### src/rdss_pkg.sv
// Purpose: Constants and types for the run, direction and speed-select decoder.
// Assumes: Five programmable input terminals, sixteen stored target frequencies.
// Notes: Each terminal is configured by a function code and a polarity bit.
`default_nettype none
package rdss_pkg;
  localparam int unsigned RDSS_NUM_TERMS = 5;
  localparam int unsigned RDSS_NUM_SPEEDS = 16;
  localparam int unsigned RDSS_IDX_W = 4;
  localparam int unsigned RDSS_FREQ_W = 16;
  localparam int unsigned RDSS_FUNC_W = 8;
  localparam logic [7:0] RDSS_FN_FWD = 8'h00;
  localparam logic [7:0] RDSS_FN_REV = 8'h01;
  localparam logic [7:0] RDSS_FN_SEL0 = 8'h02;
  localparam logic [7:0] RDSS_FN_NONE = 8'hFF;
  localparam logic [1:0] RDSS_SRC_TERMINAL = 2'h1;
  localparam logic [1:0] RDSS_SRC_KEYPAD = 2'h0;
  localparam logic [RDSS_FREQ_W-1:0] RDSS_FREQ_RESET = 16'h0000;
  localparam logic [RDSS_IDX_W-1:0] RDSS_IDX_RESET = 4'h0;
  // Register offsets for the plain register port.
  localparam logic [7:0] RDSS_OFS_FREQ0 = 8'h00;
  localparam logic [7:0] RDSS_OFS_FUNC0 = 8'h10;
  localparam logic [7:0] RDSS_OFS_POLARITY = 8'h15;
  localparam logic [7:0] RDSS_OFS_CTRL = 8'h16;
  localparam logic [7:0] RDSS_OFS_STATUS = 8'h17;
  localparam int unsigned RDSS_CTRL_SRC_LSB = 0;
  localparam int unsigned RDSS_CTRL_KDIR_BIT = 2;
  localparam int unsigned RDSS_CTRL_KRUN_BIT = 3;
  localparam int unsigned RDSS_STAT_RUN_BIT = 0;
  localparam int unsigned RDSS_STAT_REV_BIT = 1;
  localparam int unsigned RDSS_STAT_IDX_LSB = 4;

  typedef enum logic [1:0] {
    RDSS_STOP,
    RDSS_RUN_FWD,
    RDSS_RUN_REV
  } rdss_mode_t;

  typedef struct packed {
    logic run;
    logic reverse;
    logic [RDSS_IDX_W-1:0] speed_index;
  } rdss_cmd_t;
endpackage
`default_nettype wire

### src/rdss_top.sv
// Purpose: Decodes the programmable input terminals into run, direction and speed target.
// Assumes: Terminal levels are raw electrical states; polarity bits say which are normally closed.
// Notes: Registers are reached over a plain address/strobe port with read data one cycle later.
`default_nettype none
module rdss_top (
  input wire logic clock,
  input wire logic srst,
  input wire logic clock_en,
  input wire logic [rdss_pkg::RDSS_NUM_TERMS-1:0] terminal_in,
  input wire logic [7:0] reg_addr,
  input wire logic [15:0] reg_wdata,
  input wire logic reg_wr,
  input wire logic reg_rd,
  output logic [15:0] reg_rdata,
  output logic motor_run,
  output logic motor_reverse,
  output logic [rdss_pkg::RDSS_IDX_W-1:0] speed_index,
  output logic [rdss_pkg::RDSS_FREQ_W-1:0] target_frequency,
  output var rdss_pkg::rdss_cmd_t command
);
  import rdss_pkg::*;

  logic [RDSS_NUM_TERMS-1:0] term_sync;
  logic [RDSS_NUM_TERMS-1:0] term_active;
  logic [RDSS_FREQ_W-1:0] freq_r [RDSS_NUM_SPEEDS];
  logic [RDSS_FUNC_W-1:0] func_r [RDSS_NUM_TERMS];
  logic [RDSS_NUM_TERMS-1:0] polarity_r;
  logic [1:0] run_source_r;
  logic keypad_dir_r;
  logic keypad_run_r;
  logic fwd_cmd;
  logic rev_cmd;
  logic [RDSS_IDX_W-1:0] idx_nxt;
  rdss_mode_t mode_nxt;
  rdss_mode_t mode_r;
  logic [RDSS_IDX_W-1:0] idx_r;
  logic [RDSS_FREQ_W-1:0] target_r;
  logic [15:0] rdata_r;

  // Matches a terminal's function code against one wanted function.
  function automatic logic [RDSS_NUM_TERMS-1:0] func_hits(input logic [RDSS_FUNC_W-1:0] code);
    logic [RDSS_NUM_TERMS-1:0] hit;
    hit = '0;
    for (int t = 0; t < RDSS_NUM_TERMS; t++) begin
      hit[t] = (func_r[t] == code);
    end
    return hit;
  endfunction

  rdss_sync #(
    .WIDTH(RDSS_NUM_TERMS)
  ) u_sync (
    .clock(clock),
    .srst(srst),
    .clock_en(clock_en),
    .async_in(terminal_in),
    .sync_out(term_sync)
  );

  // A normally closed terminal reads active when its level is low, so an open wire runs the motor.
  assign term_active = term_sync ^ polarity_r;

  always_comb begin
    fwd_cmd = |(func_hits(RDSS_FN_FWD) & term_active);
    rev_cmd = |(func_hits(RDSS_FN_REV) & term_active);
  end

  // Each index bit is the OR of every terminal carrying that select function, so an unassigned bit is 0.
  genvar gb;
  generate
    for (gb = 0; gb < RDSS_IDX_W; gb++) begin : g_sel
      logic sel_bit;
      // A process, so that a function-code write alone also re-evaluates the bit.
      always_comb begin
        sel_bit = |(func_hits(RDSS_FN_SEL0 + RDSS_FUNC_W'(gb)) & term_active);
      end
      assign idx_nxt[gb] = sel_bit;
    end
  endgenerate

  always_comb begin
    mode_nxt = RDSS_STOP;
    unique case (run_source_r)
      RDSS_SRC_TERMINAL: begin
        // Conflicting commands stop the motor rather than pick a side.
        if (fwd_cmd && !rev_cmd) begin
          mode_nxt = RDSS_RUN_FWD;
        end else if (rev_cmd && !fwd_cmd) begin
          mode_nxt = RDSS_RUN_REV;
        end
      end
      RDSS_SRC_KEYPAD: begin
        // The keypad direction bit only matters here, never for terminals.
        if (keypad_run_r) begin
          mode_nxt = keypad_dir_r ? RDSS_RUN_REV : RDSS_RUN_FWD;
        end
      end
      default: mode_nxt = RDSS_STOP;
    endcase
  end

  // No start interlock: a run level already present after reset starts the motor three cycles later, once its terminal carries a run function.
  always_ff @(posedge clock) begin
    if (srst) begin
      mode_r <= RDSS_STOP;
    end else if (clock_en) begin
      mode_r <= mode_nxt;
    end
  end

  // The index and target follow the selects every enabled cycle, running or not.
  always_ff @(posedge clock) begin
    if (srst) begin
      idx_r <= RDSS_IDX_RESET;
      target_r <= RDSS_FREQ_RESET;
    end else if (clock_en) begin
      idx_r <= idx_nxt;
      target_r <= freq_r[idx_nxt];
    end
  end

  // Register writes: frequencies, terminal functions, polarity and control.
  always_ff @(posedge clock) begin
    if (srst) begin
      for (int i = 0; i < RDSS_NUM_SPEEDS; i++) begin
        freq_r[i] <= RDSS_FREQ_RESET;
      end
      for (int t = 0; t < RDSS_NUM_TERMS; t++) begin
        func_r[t] <= RDSS_FN_NONE;
      end
      polarity_r <= '0;
      run_source_r <= RDSS_SRC_TERMINAL;
      keypad_dir_r <= 1'h0;
      keypad_run_r <= 1'h0;
    end else if (clock_en && reg_wr) begin
      if (reg_addr < RDSS_OFS_FUNC0) begin
        freq_r[reg_addr[3:0]] <= reg_wdata;
      end else if (reg_addr < RDSS_OFS_POLARITY) begin
        func_r[3'(reg_addr - RDSS_OFS_FUNC0)] <= reg_wdata[RDSS_FUNC_W-1:0];
      end else if (reg_addr == RDSS_OFS_POLARITY) begin
        polarity_r <= reg_wdata[RDSS_NUM_TERMS-1:0];
      end else if (reg_addr == RDSS_OFS_CTRL) begin
        run_source_r <= reg_wdata[RDSS_CTRL_SRC_LSB +: 2];
        keypad_dir_r <= reg_wdata[RDSS_CTRL_KDIR_BIT];
        keypad_run_r <= reg_wdata[RDSS_CTRL_KRUN_BIT];
      end
    end
  end

  // Read data appear the cycle after an enabled strobe and hold until the next enabled edge; unmapped reads return zero.
  always_ff @(posedge clock) begin
    if (srst) begin
      rdata_r <= 16'h0000;
    end else if (clock_en) begin
      rdata_r <= 16'h0000;
      if (reg_rd) begin
        if (reg_addr < RDSS_OFS_FUNC0) begin
          rdata_r <= freq_r[reg_addr[3:0]];
        end else if (reg_addr < RDSS_OFS_POLARITY) begin
          rdata_r <= {8'h00, func_r[3'(reg_addr - RDSS_OFS_FUNC0)]};
        end else if (reg_addr == RDSS_OFS_POLARITY) begin
          rdata_r <= {11'h000, polarity_r};
        end else if (reg_addr == RDSS_OFS_CTRL) begin
          rdata_r <= {12'h000, keypad_run_r, keypad_dir_r, run_source_r};
        end else if (reg_addr == RDSS_OFS_STATUS) begin
          rdata_r <= {8'h00, idx_r, 2'h0, (mode_r == RDSS_RUN_REV), (mode_r != RDSS_STOP)};
        end
      end
    end
  end

  assign reg_rdata = rdata_r;
  assign motor_run = (mode_r != RDSS_STOP);
  assign motor_reverse = (mode_r == RDSS_RUN_REV);
  assign speed_index = idx_r;
  assign target_frequency = target_r;
  assign command = '{run: motor_run, reverse: motor_reverse, speed_index: idx_r};
endmodule
`default_nettype wire

### src/rdss_sync.sv
// Purpose: Two-flop synchroniser for the terminal inputs.
// Assumes: One clock, synchronous active-high reset.
// Notes: The first stage is read only by the second stage.
`default_nettype none
module rdss_sync #(
  parameter int unsigned WIDTH = 5
) (
  input wire logic clock,
  input wire logic srst,
  input wire logic clock_en,
  input wire logic [WIDTH-1:0] async_in,
  output logic [WIDTH-1:0] sync_out
);
  logic [WIDTH-1:0] meta_r;
  logic [WIDTH-1:0] stable_r;

  always_ff @(posedge clock) begin
    if (srst) begin
      meta_r <= '0;
      stable_r <= '0;
    end else if (clock_en) begin
      meta_r <= async_in;
      stable_r <= meta_r;
    end
  end

  assign sync_out = stable_r;
endmodule
`default_nettype wire

### config.mk
export PLATFORM = sky130hd
export DESIGN_NAME = rdss_top
export DESIGN_NICKNAME = d
export VERILOG_FILES = /design/src/rdss_pkg.sv /design/src/rdss_top.sv /design/src/rdss_sync.sv
export SDC_FILE = /design/constraint.sdc
export NUM_CORES = 1
export LEC_CHECK = 0
export BUFFER_PORTS_ARGS = -buffer_cell sky130_fd_sc_hd__buf_2
export CAP_MARGIN = 20
export CORE_MARGIN = 3
export CORE_UTILIZATION = 55
export DETAILED_ROUTE_END_ITERATION = 7
export PLACE_DENSITY = 0.75
export SETUP_SLACK_MARGIN = 0.5
export SLEW_MARGIN = 0
export SYNTH_ARGS = -nofsm -noshare
export SYNTH_HDL_FRONTEND = slang
export SYNTH_SLANG_ARGS = --single-unit
### constraint.sdc
create_clock -name clock -period 4.3 [get_ports clock]
set_input_delay 0.215 -clock clock [delete_from_list [all_inputs] [get_ports clock]]
set_output_delay 0.215 -clock clock [all_outputs]
set_load 0.02 [all_outputs]
==> results_dict.tcl, run 1 <==
set metrics [dict create \
    layout_commonest_cell "edfxtp_1" \
    first_global_vias 13220 \
    synth_ff_type "edfxtp_1" \
    cp_max_fo 34 \
    grt_pass1_wl_um 84300 \
    critPathArrivalTime_ns 3.96 \
    fp.dieH_um 193 \
    critPathLaunchType "register" \
    cp_slowest_cell "nand3_1" \
    row_count 68 \
    viasPerCell 6.62 \
    end_kind "register" \
    cts_tree "yes" \
    fin_setup_tns_ns 0 \
    first_pass_iters 5 \
    p_leak_nw 8.25 \
    io_pins 78 \
    core_area_um2 34600 \
    fmax_mhz 279 \
    synth_top_area_share_pct 49.7 \
    fin_skew_ns 0.0235 \
    async_flop_share_pct 0 \
    ys.warnings.count 0 \
    maxCapViolations 0 \
    mostFrequentLayoutCells "edfxtp_1, and2_1, mux2i_1, mux4_2, nor2_1" \
    layout-drive-gt1-share_pct 23.1 \
    cts.sinks 377 \
    start_util_pct 55.8 \
    die-area_um2 37400 \
    place_congestion 0.947 \
    synth_cell_types 56 \
    drt-total-wl_um 56600 \
    tightest_slew_ns 1.19 \
    ir_drop_uv 367 \
    max-slew-margin-rel_pct 20.4 \
    yosysTopAreaCell "edfxtp_1" \
    wl_per_cell_um 27.8 \
    slew_violations 0 \
    min_path_type "primary input to register" \
    postSynthCellCount 1490 \
    synth_edf_count 320 \
    drtIter0Drc 1673 \
    total_power_mw 8.46 \
    cp_cell_sequence "or4_1, or4_1, and4_4, and2_4, nand3_1, o221ai_1, a21oi_1, a311oi_1" \
    hpwl_um 35200 \
    status "completed" \
    die-width_um 193 \
    post-cts-setup-buffers 0 \
    synth.cell_area_um2 19300 \
    setup_viol 0 \
    min_period_ns 3.59 \
    crit_top_cell "or4_1" \
    ant_nets 0 \
    grt_overflow 0 \
    insertion_delay_ns 0.54 \
    drc 0 \
    critPathMaxStageDelay_ns 0.80 \
    rsz0062_at_grt "no" \
    post-route-period-util_pct 83.4 \
    synth.area.top_cells "edfxtp_1, mux4_2, and2_1, dfxtp_1, mux2i_1" \
    via_count 13480 \
    final_net_count 1582 \
    pwr_density_cell_nw_per_um2 392 \
    clk_path_buf_depth 3 \
    syn_avg_cell_area_um2 13.0 \
    cts_buffers 41 \
    cp.required_ns 4.67 \
    portBuffers 77 \
    yosysSeqAreaShare_pct 55.6 \
    antenna_found_initial 0 \
    syn2layout_area_growth_pct 11.6 \
    cts_root_buf "clkbuf_16" \
    track_usage_pct 29.7 \
    crit_type "register to register" \
    synth_seq_cells 377 \
    grt_max_degree 64 \
    path_clk_slew_ns 0.06 \
    hold_viol 0 \
    htreeDepth 2 \
]
-- Yosys cell counts (28+ instances only) --
library cell	number
dfxtp_1	57
o22ai_1	28
mux4_2	96
a21oi_1	34
edfxtp_1	320
mux2i_1	114
clkbuf_1	90
nand2_1	58
and2_1	258
mux2_2	31
or2_2	60
o211ai_1	29
nor2_1	82
-- cell type report --
| class | count | area (um2) |
|---|---|---|
| fill | 2591 | 13100 |
| inverter | 4 | 15.0 |
| sequential | 377 | 10800 |
| multi-input combinational | 1008 | 8160 |
| clock buffer | 59 | 1190 |
| clock inverter | 17 | 159 |
| antenna | 1 | 2.50 |
| tap | 455 | 569 |
| timing repair buffer | 116 | 718 |
-- layer usage --
| layer | wire length (um) | track usage, % | vias to the layer above |
|---|---|---|---|
| met2 | 25700 | 45.7 | 883 |
| met5 | 0 | 0 | - |
| met1 | 21600 | 41.6 | 6725 |
| met4 | 2480 | 11.2 | 0 |
| met3 | 6790 | 7.24 | 178 |
| li1 | - | - | 5694 |
-- through the flow --
step / area [um2] / std cells / setup slack, ns / hold WS, ns / utilization, %
floorplan: 19400 / 1513 / 1.48 / 0.314 / -
global placement: 20200 / 1954 / 0.830 / 0.451 / 58.2
detailed placement: 20200 / 1954 / 0.651 / 0.459 / 58.2
CTS: 21600 / 2035 / 0.630 / 0.145 / 62.2
global route: 21600 / 2036 / 0.559 / 0.163 / 62.3
finish: 21600 / 2037 / 0.712 / 0.158 / 62.3
-- final timing paths --
check / start / end / slack (ns) / cells past startpoint
max reg2reg: func_r[4][7] / target_frequency[9] / 0.71 / 8
min reg2reg: reg_rdata[4] / reg_rdata[4] / 0.46 / 2
max: func_r[4][7] / target_frequency[9] / 0.71 / 8
min: reg_wdata[10] / freq_r[7][10] / 0.16 / 2
-- power by group --
group	internal, mW	switching, mW	leakage, nW
clock network	2.10	1.44	0.659
registers	4.14	0.114	3.53
logic	0.270	0.401	4.06
total	6.51	1.95	8.25
-- critical path: cells and delay by family (launching register included) --
family	cells	cell delay, ns
AOI/OAI and AO/OA	3	0.61
DFF	1	0.41
and+or+nand+nor	5	2.39
-- logic make-up after synthesis --
logic type	Yosys count	share of synthesized area (%)
AO/OA/AOI/OAI	163	5.67
AND/OR/NAND/NOR	573	16.8
multiplexers	241	18.9
other	1	0.0194
flip-flops	377	55.6
XOR/XNOR	7	0.317
buffers and inverters	128	2.69
-- sequential cells by signal, indices dropped and copies added (netlist names), 4 cells and up --
name,flops
target_frequency,16
func_r,64
reg_rdata,16
polarity_r,5
freq_r,256
u_sync.meta_r,5
u_sync.sync_out,5
speed_index,4
-- what timing repair did --
item	in CTS	in global routing
setup endpoints to repair	0	1
hold buffers	5	0
endpoints found under the hold margin	5	0
resized for setup	0	1
Power figures use the tool's default switching activity.
==> run 2, diff against run 1 <==
==> constraint.sdc (replaced) <==
create_clock -name clock -period 3.65 [get_ports clock]
set_input_delay 0.1825 -clock clock [delete_from_list [all_inputs] [get_ports clock]]
set_output_delay 0.1825 -clock clock [all_outputs]
set_load 0.02 [all_outputs]
==> results_dict.tcl, run 2 (same netlist as run 1, synthesis figures left out) <==
set metrics [dict create \
    layout_commonest_cell "edfxtp_1" \
    antenna_found_initial 0 \
    grt_pass1_wl_um 84000 \
    path_buf_inv 1 \
    hold_viol 0 \
    final_net_count 1594 \
    seq_area_um2 10800 \
    antennaDiodeCount 0 \
    crit_family "simple AND/OR/NAND/NOR gates" \
    fin_skew_ns 0.0215 \
    maxCapViolations 0 \
    grt_overflow 0 \
    start_util_pct 55.8 \
    clock_power_share_pct 41.2 \
    p_int_mw 7.60 \
    multiInputGateArea_um2 8210 \
    p_leak_nw 8.30 \
    critPathArrivalTime_ns 3.59 \
    ir_drop_uv 457 \
    slew_violations 0 \
    layout-drive-gt1-share_pct 24.2 \
    die-area_um2 37400 \
    end_kind "register" \
    grt_max_degree 67 \
    top_register "freq_r" \
    critPathLaunchType "register" \
    setup_viol 0 \
    rsz0062_at_grt "yes" \
    via_count 13479 \
    cts_root_buf "clkbuf_16" \
    drc 0 \
    tightest_slew_ns 0.966 \
    status "completed" \
    ant_nets 0 \
    largest_reg_flops 256 \
    largestRegisters "freq_r (256), func_r (64)" \
    post-route-period-util_pct 86.8 \
    first_global_vias 13353 \
    min_period_ns 3.17 \
    viasPerCell 6.59 \
    row_count 68 \
    drt-total-wl_um 57100 \
    syn2layout_area_growth_pct 12.2 \
    fin_setup_tns_ns 0 \
    cts_buffers 40 \
    switchingPower_mw 2.29 \
    critPathMaxStageDelay_ns 0.57 \
    hpwl_um 34800 \
    p_sw_share_pct 23.1 \
    place_congestion 0.992 \
    cp_max_fo 7 \
    min_path_type "primary input to register" \
    htreeDepth 2 \
    power_frac_comb_pct 8.1 \
    die-width_um 193 \
    crit_type "register to register" \
    portBuffers 77 \
    cp_cell_sequence "or4_4, or4_4, and4_4, and2_4, or4_4, buf_12, o22ai_2, nor3_2, a311oi_2" \
    clk_path_buf_depth 3 \
    final_area_um2 21700 \
    nFillCells 2607 \
    post_dp_cell_area_um2 20200 \
    first_pass_iters 5 \
    io_pins 78 \
    drtIter0Drc 1884 \
    path_clk_slew_ns 0.06 \
    crit_top_cell "or4_4" \
    cp_slowest_cell "or4_4" \
    sequentialPowerShare_pct 50.7 \
    max-slew-margin-rel_pct 35.3 \
    pwr_density_cell_nw_per_um2 456 \
    fp.dieH_um 193 \
    cts_tree "yes" \
    cp.required_ns 4.07 \
    wl_per_cell_um 27.9 \
    core_area_um2 34600 \
    insertion_delay_ns 0.54 \
    track_usage_pct 29.9 \
    mostFrequentLayoutCells "edfxtp_1, and2_1, mux2i_1, mux4_2, nor2_1" \
    cts.sinks 377 \
    fmax_mhz 316 \
]
[run 2: cell types whose count changed in the layout (fill, tap and decap cells not counted), moves of 2 or more]
cell	change
o22ai_1	-2
or4_4	+3
clkinvlp_4	+2
clkbuf_8	-2
buf_4	+12
or4_1	-3
nor3_2	+2
nor3_1	-2
clkbuf_1	-3
[run 2: area by class of cell]
class,instances,share of cell area [%]
clock buffers,52,5.06
clock inverters,20,0.934
inverters,4,0.0692
multi-input cells,1008,37.8
flip-flops and latches,377,49.6
well taps,455,2.62
repair buffers,129,3.91
[run 2: power by group through the flow]
stage | Sequential, mW | Combinational [mW] | Clock (mW)
after floorplan | 5.06 | 0.500 | 0
after global placement | 5.08 | 0.762 | 0
after detailed placement | 5.10 | 0.772 | 0
after CTS | 5.01 | 0.783 | 4.10
after global routing | 5.03 | 0.839 | 4.27
final | 5.01 | 0.802 | 4.08
[run 2: stage by stage]
stage	worst slack [ns]	hold WS, ns	utilization [%]	instances	total power, mW
floorplan	0.829	0.281	-	1513	5.56
global placement	0.605	0.423	58.4	1962	5.84
detailed placement	0.493	0.436	58.4	1962	5.87
CTS	0.504	0.111	62.3	2039	9.90
global route	0.436	0.139	62.6	2045	10.1
finish	0.481	0.127	62.6	2045	9.89
[run 2: timing repair]
item | 4_1_cts | 5_1_grt
setup buffers | 0 | 5
hold buffers | 5 | 0
gates cloned | 0 | 1
hold endpoints to repair | 5 | 0
gates resized for setup | 1 | 12
endpoints found under the setup margin | 4 | 14
pin swaps | 0 | 9
[run 2: layer usage]
metal	track usage (%)	part of all wire (%)	up-vias
met5	0	0	-
met4	11.0	4.0	0
met3	7.66	11	166
met2	47.3	46	830
met1	40.4	38	6764
li1	-	-	5719
[run 2: final timing paths]
| path | start | end | slack, ns | cells past startpoint |
|---|---|---|---|---|
| worst max-delay path | func_r[4][3] | target_frequency[3] | 0.48 | 9 |
| worst min-delay path | reg_wdata[5] | func_r[5][5] | 0.13 | 1 |
| worst max register to register | func_r[4][3] | target_frequency[3] | 0.48 | 9 |
| worst min register to register | reg_rdata[1] | reg_rdata[1] | 0.46 | 2 |
==> run 3, diff against run 2 <==
--- a/config.mk
+++ b/config.mk
@@ -15,4 +15,5 @@
 export SLEW_MARGIN = 0
 export SYNTH_ARGS = -nofsm -noshare
 export SYNTH_HDL_FRONTEND = slang
+export SYNTH_HIERARCHICAL = 1
 export SYNTH_SLANG_ARGS = --single-unit
==> results_dict.tcl, run 3 <==
set metrics [dict create \
    status "completed" \
    cp_max_fo 37 \
    top_register "freq_r" \
    final_cells 2127 \
    min_period_ns 3.12 \
    cts.sinks 377 \
    start_util_pct 55.9 \
    wl_per_cell_um 29.0 \
    fin_setup_tns_ns 0 \
    synth.cell_area_um2 19900 \
    slew_violations 0 \
    ant_nets 0 \
    rsz0062_at_grt "yes" \
    multiInputGateArea_um2 8600 \
    portBuffers 77 \
    drc 0 \
    via_count 14673 \
    syn_avg_cell_area_um2 12.7 \
    crit_type "register to register" \
    final_net_count 1669 \
    endpoint "target_frequency[1]" \
    cts_tree "yes" \
    largest_reg_flops 256 \
    ir_drop_uv 318 \
    seq_area_um2 10800 \
    track_usage_pct 31.7 \
    end_kind "register" \
    r2r-end "target_frequency[1]" \
    finish.utilization_pct 62.8 \
    synth_commonest_cells "edfxtp_1, and2_1, mux4_2, clkbuf_1, nand4_1" \
    grt_pass1_wl_um 91600 \
    cts_root_buf "clkbuf_16" \
    maxCapViolations 0 \
    finalWorstSetupSlack_ns 0.531 \
    largestRegisters "freq_r (256), func_r (64)" \
    syn2layout_area_growth_pct 12.2 \
    tightest_slew_ns 1.19 \
    post-route-period-util_pct 85.5 \
    synth_ff_type "edfxtp_1" \
    layout_commonest_cell "edfxtp_1" \
    timing.hold.ws_ns 0.111 \
    grt_max_degree 89 \
    rr_startpoint "func_r[2][0]" \
    first_pass_iters 6 \
    reg2regPathDepth 8 \
    mostFrequentLayoutCells "edfxtp_1, and2_1, mux4_2, buf_2, nand4_1" \
    max-slew-margin-rel_pct 20.8 \
    die-width_um 196 \
    critPathLaunchType "register" \
    insertion_delay_ns 0.55 \
    fmax_mhz 321 \
    synth.area.top_cells "edfxtp_1, mux4_2, and2_1, dfxtp_1, mux2_2" \
    synth_cell_types 73 \
    nFillCells 2631 \
    p_leak_nw 7.97 \
    r2r_slack_ns 0.53 \
    path_clk_slew_ns 0.06 \
    core_area_um2 35700 \
    critPathArrivalTime_ns 3.52 \
    fp.dieH_um 196 \
    layout-drive-gt1-share_pct 25.9 \
    htreeDepth 2 \
    hpwl_um 40900 \
    hold_viol 0 \
    postSynthCellCount 1576 \
    place_congestion 1.00 \
    fin_skew_ns 0.0161 \
    drt-total-wl_um 61600 \
    cts_buffers 41 \
    dp_cells 2046 \
    io_pins 78 \
    startpoint "func_r[2][0]" \
    yosysTopAreaCell "edfxtp_1" \
    synth_edf_count 320 \
    row_count 69 \
    synth_top_area_share_pct 48.2 \
    drtIter0Drc 2321 \
    cp.required_ns 4.05 \
    pwr_density_cell_nw_per_um2 455 \
    clk_path_buf_depth 3 \
    synth_seq_cells 377 \
    min_path_type "primary input to register" \
    antennaDiodeCount 0 \
    yosysMostFrequentCell "edfxtp_1" \
    setup_viol 0 \
    dp_slack_ns 0.615 \
    viasPerCell 6.90 \
    antenna_found_initial 2 \
    ys.warnings.count 6 \
    async_flop_share_pct 0 \
    grt_overflow 0 \
    first_global_vias 14130 \
    die-area_um2 38600 \
    yosysSeqAreaShare_pct 53.9 \
]
## run 3: changes by cell type after synthesis, sizes merged, moves of 17 or more
cell | previous run | this run
mux2 | 31 | 48
nand2 | 58 | 22
o21ai | 17 | 50
a2111oi | 0 | 23
o22ai | 28 | 0
nor2 | 82 | 58
mux2i | 114 | 26
buf | 34 | 69
nand4 | 18 | 73
nand3 | 7 | 60
## run 3: final cells by class
cell class	instances	share of cell area (%)
Tap cell	461	2.58
Timing Repair Buffer	143	4.38
Sequential cell	377	48.0
Clock buffer	58	5.18
Clock inverter	16	1.07
Multi-Input combinational cell	1053	38.4
Inverter	19	0.319
## run 3: cells by family after synthesis
logic type                count (synthesis)  synth area share, %
and+or+nand+nor                         630                 18.8
DFF                                     377                 53.9
AOI/OAI and AO/OA                       224                 8.24
muxes                                   170                 14.9
buffers and inverters                   169                 3.88
xor gates and xnor gates                  5                0.295
other                                     1               0.0188
## run 3: how the worst min path moves through the flow
stage / cells past startpoint / from / end / slack [ns]
global route: 1 / reg_wdata[5] / func_r[5][5] / 0.12
global placement: 3 / terminal_in[4] / u_sync/meta_r[4] / 0.42
detailed placement: 3 / terminal_in[3] / u_sync/meta_r[3] / 0.43
finish: 1 / reg_wdata[5] / func_r[7][5] / 0.11
floorplan: 0 / reg_wdata[0] / func_r[5][0] / 0.28
CTS: 1 / reg_wdata[5] / func_r[6][5] / 0.1
## run 3: stage by stage
stage	instance area (um2)	power [mW]
floorplan	20000	5.55
global placement	20900	5.87
detailed placement	20900	5.89
CTS	22300	10.2
global route	22400	10.4
finish	22400	10.2
## run 3: routing by layer
layer  part of all wire [%]  GRT usage, %  routed length (um)  vias to the layer above
li1                       -             -                   -                     6134
met1                     38          45.9               23400                     7138
met2                     43          45.7               26500                     1187
met3                     15          9.79                9090                      210
met4                    4.3          11.6                2630                        4
met5                  0.041             0                  25                        -
## run 3: repair_timing
item,in CTS,in global routing
hold buffers,6,0
setup buffers,0,0
gates resized for setup,0,7
endpoints found under the setup margin,0,16
hold endpoints to repair,6,0
## run 3: critical path: stages (launching register included)
cell      delay [ns]
edfxtp_1        0.54
and3b_1         0.24
nand4_1         0.10
o211ai_1        0.20
nor2_4          0.93
buf_4           0.35
nand4_1         0.26
o21ai_0         0.20
o211ai_1        0.14
## run 3: power breakdown
| part | internal, mW | switching (mW) | leakage (nW) |
|---|---|---|---|
| sequential | 4.88 | 0.152 | 3.53 |
| combinational | 0.319 | 0.493 | 3.76 |
| clock | 2.64 | 1.71 | 0.680 |
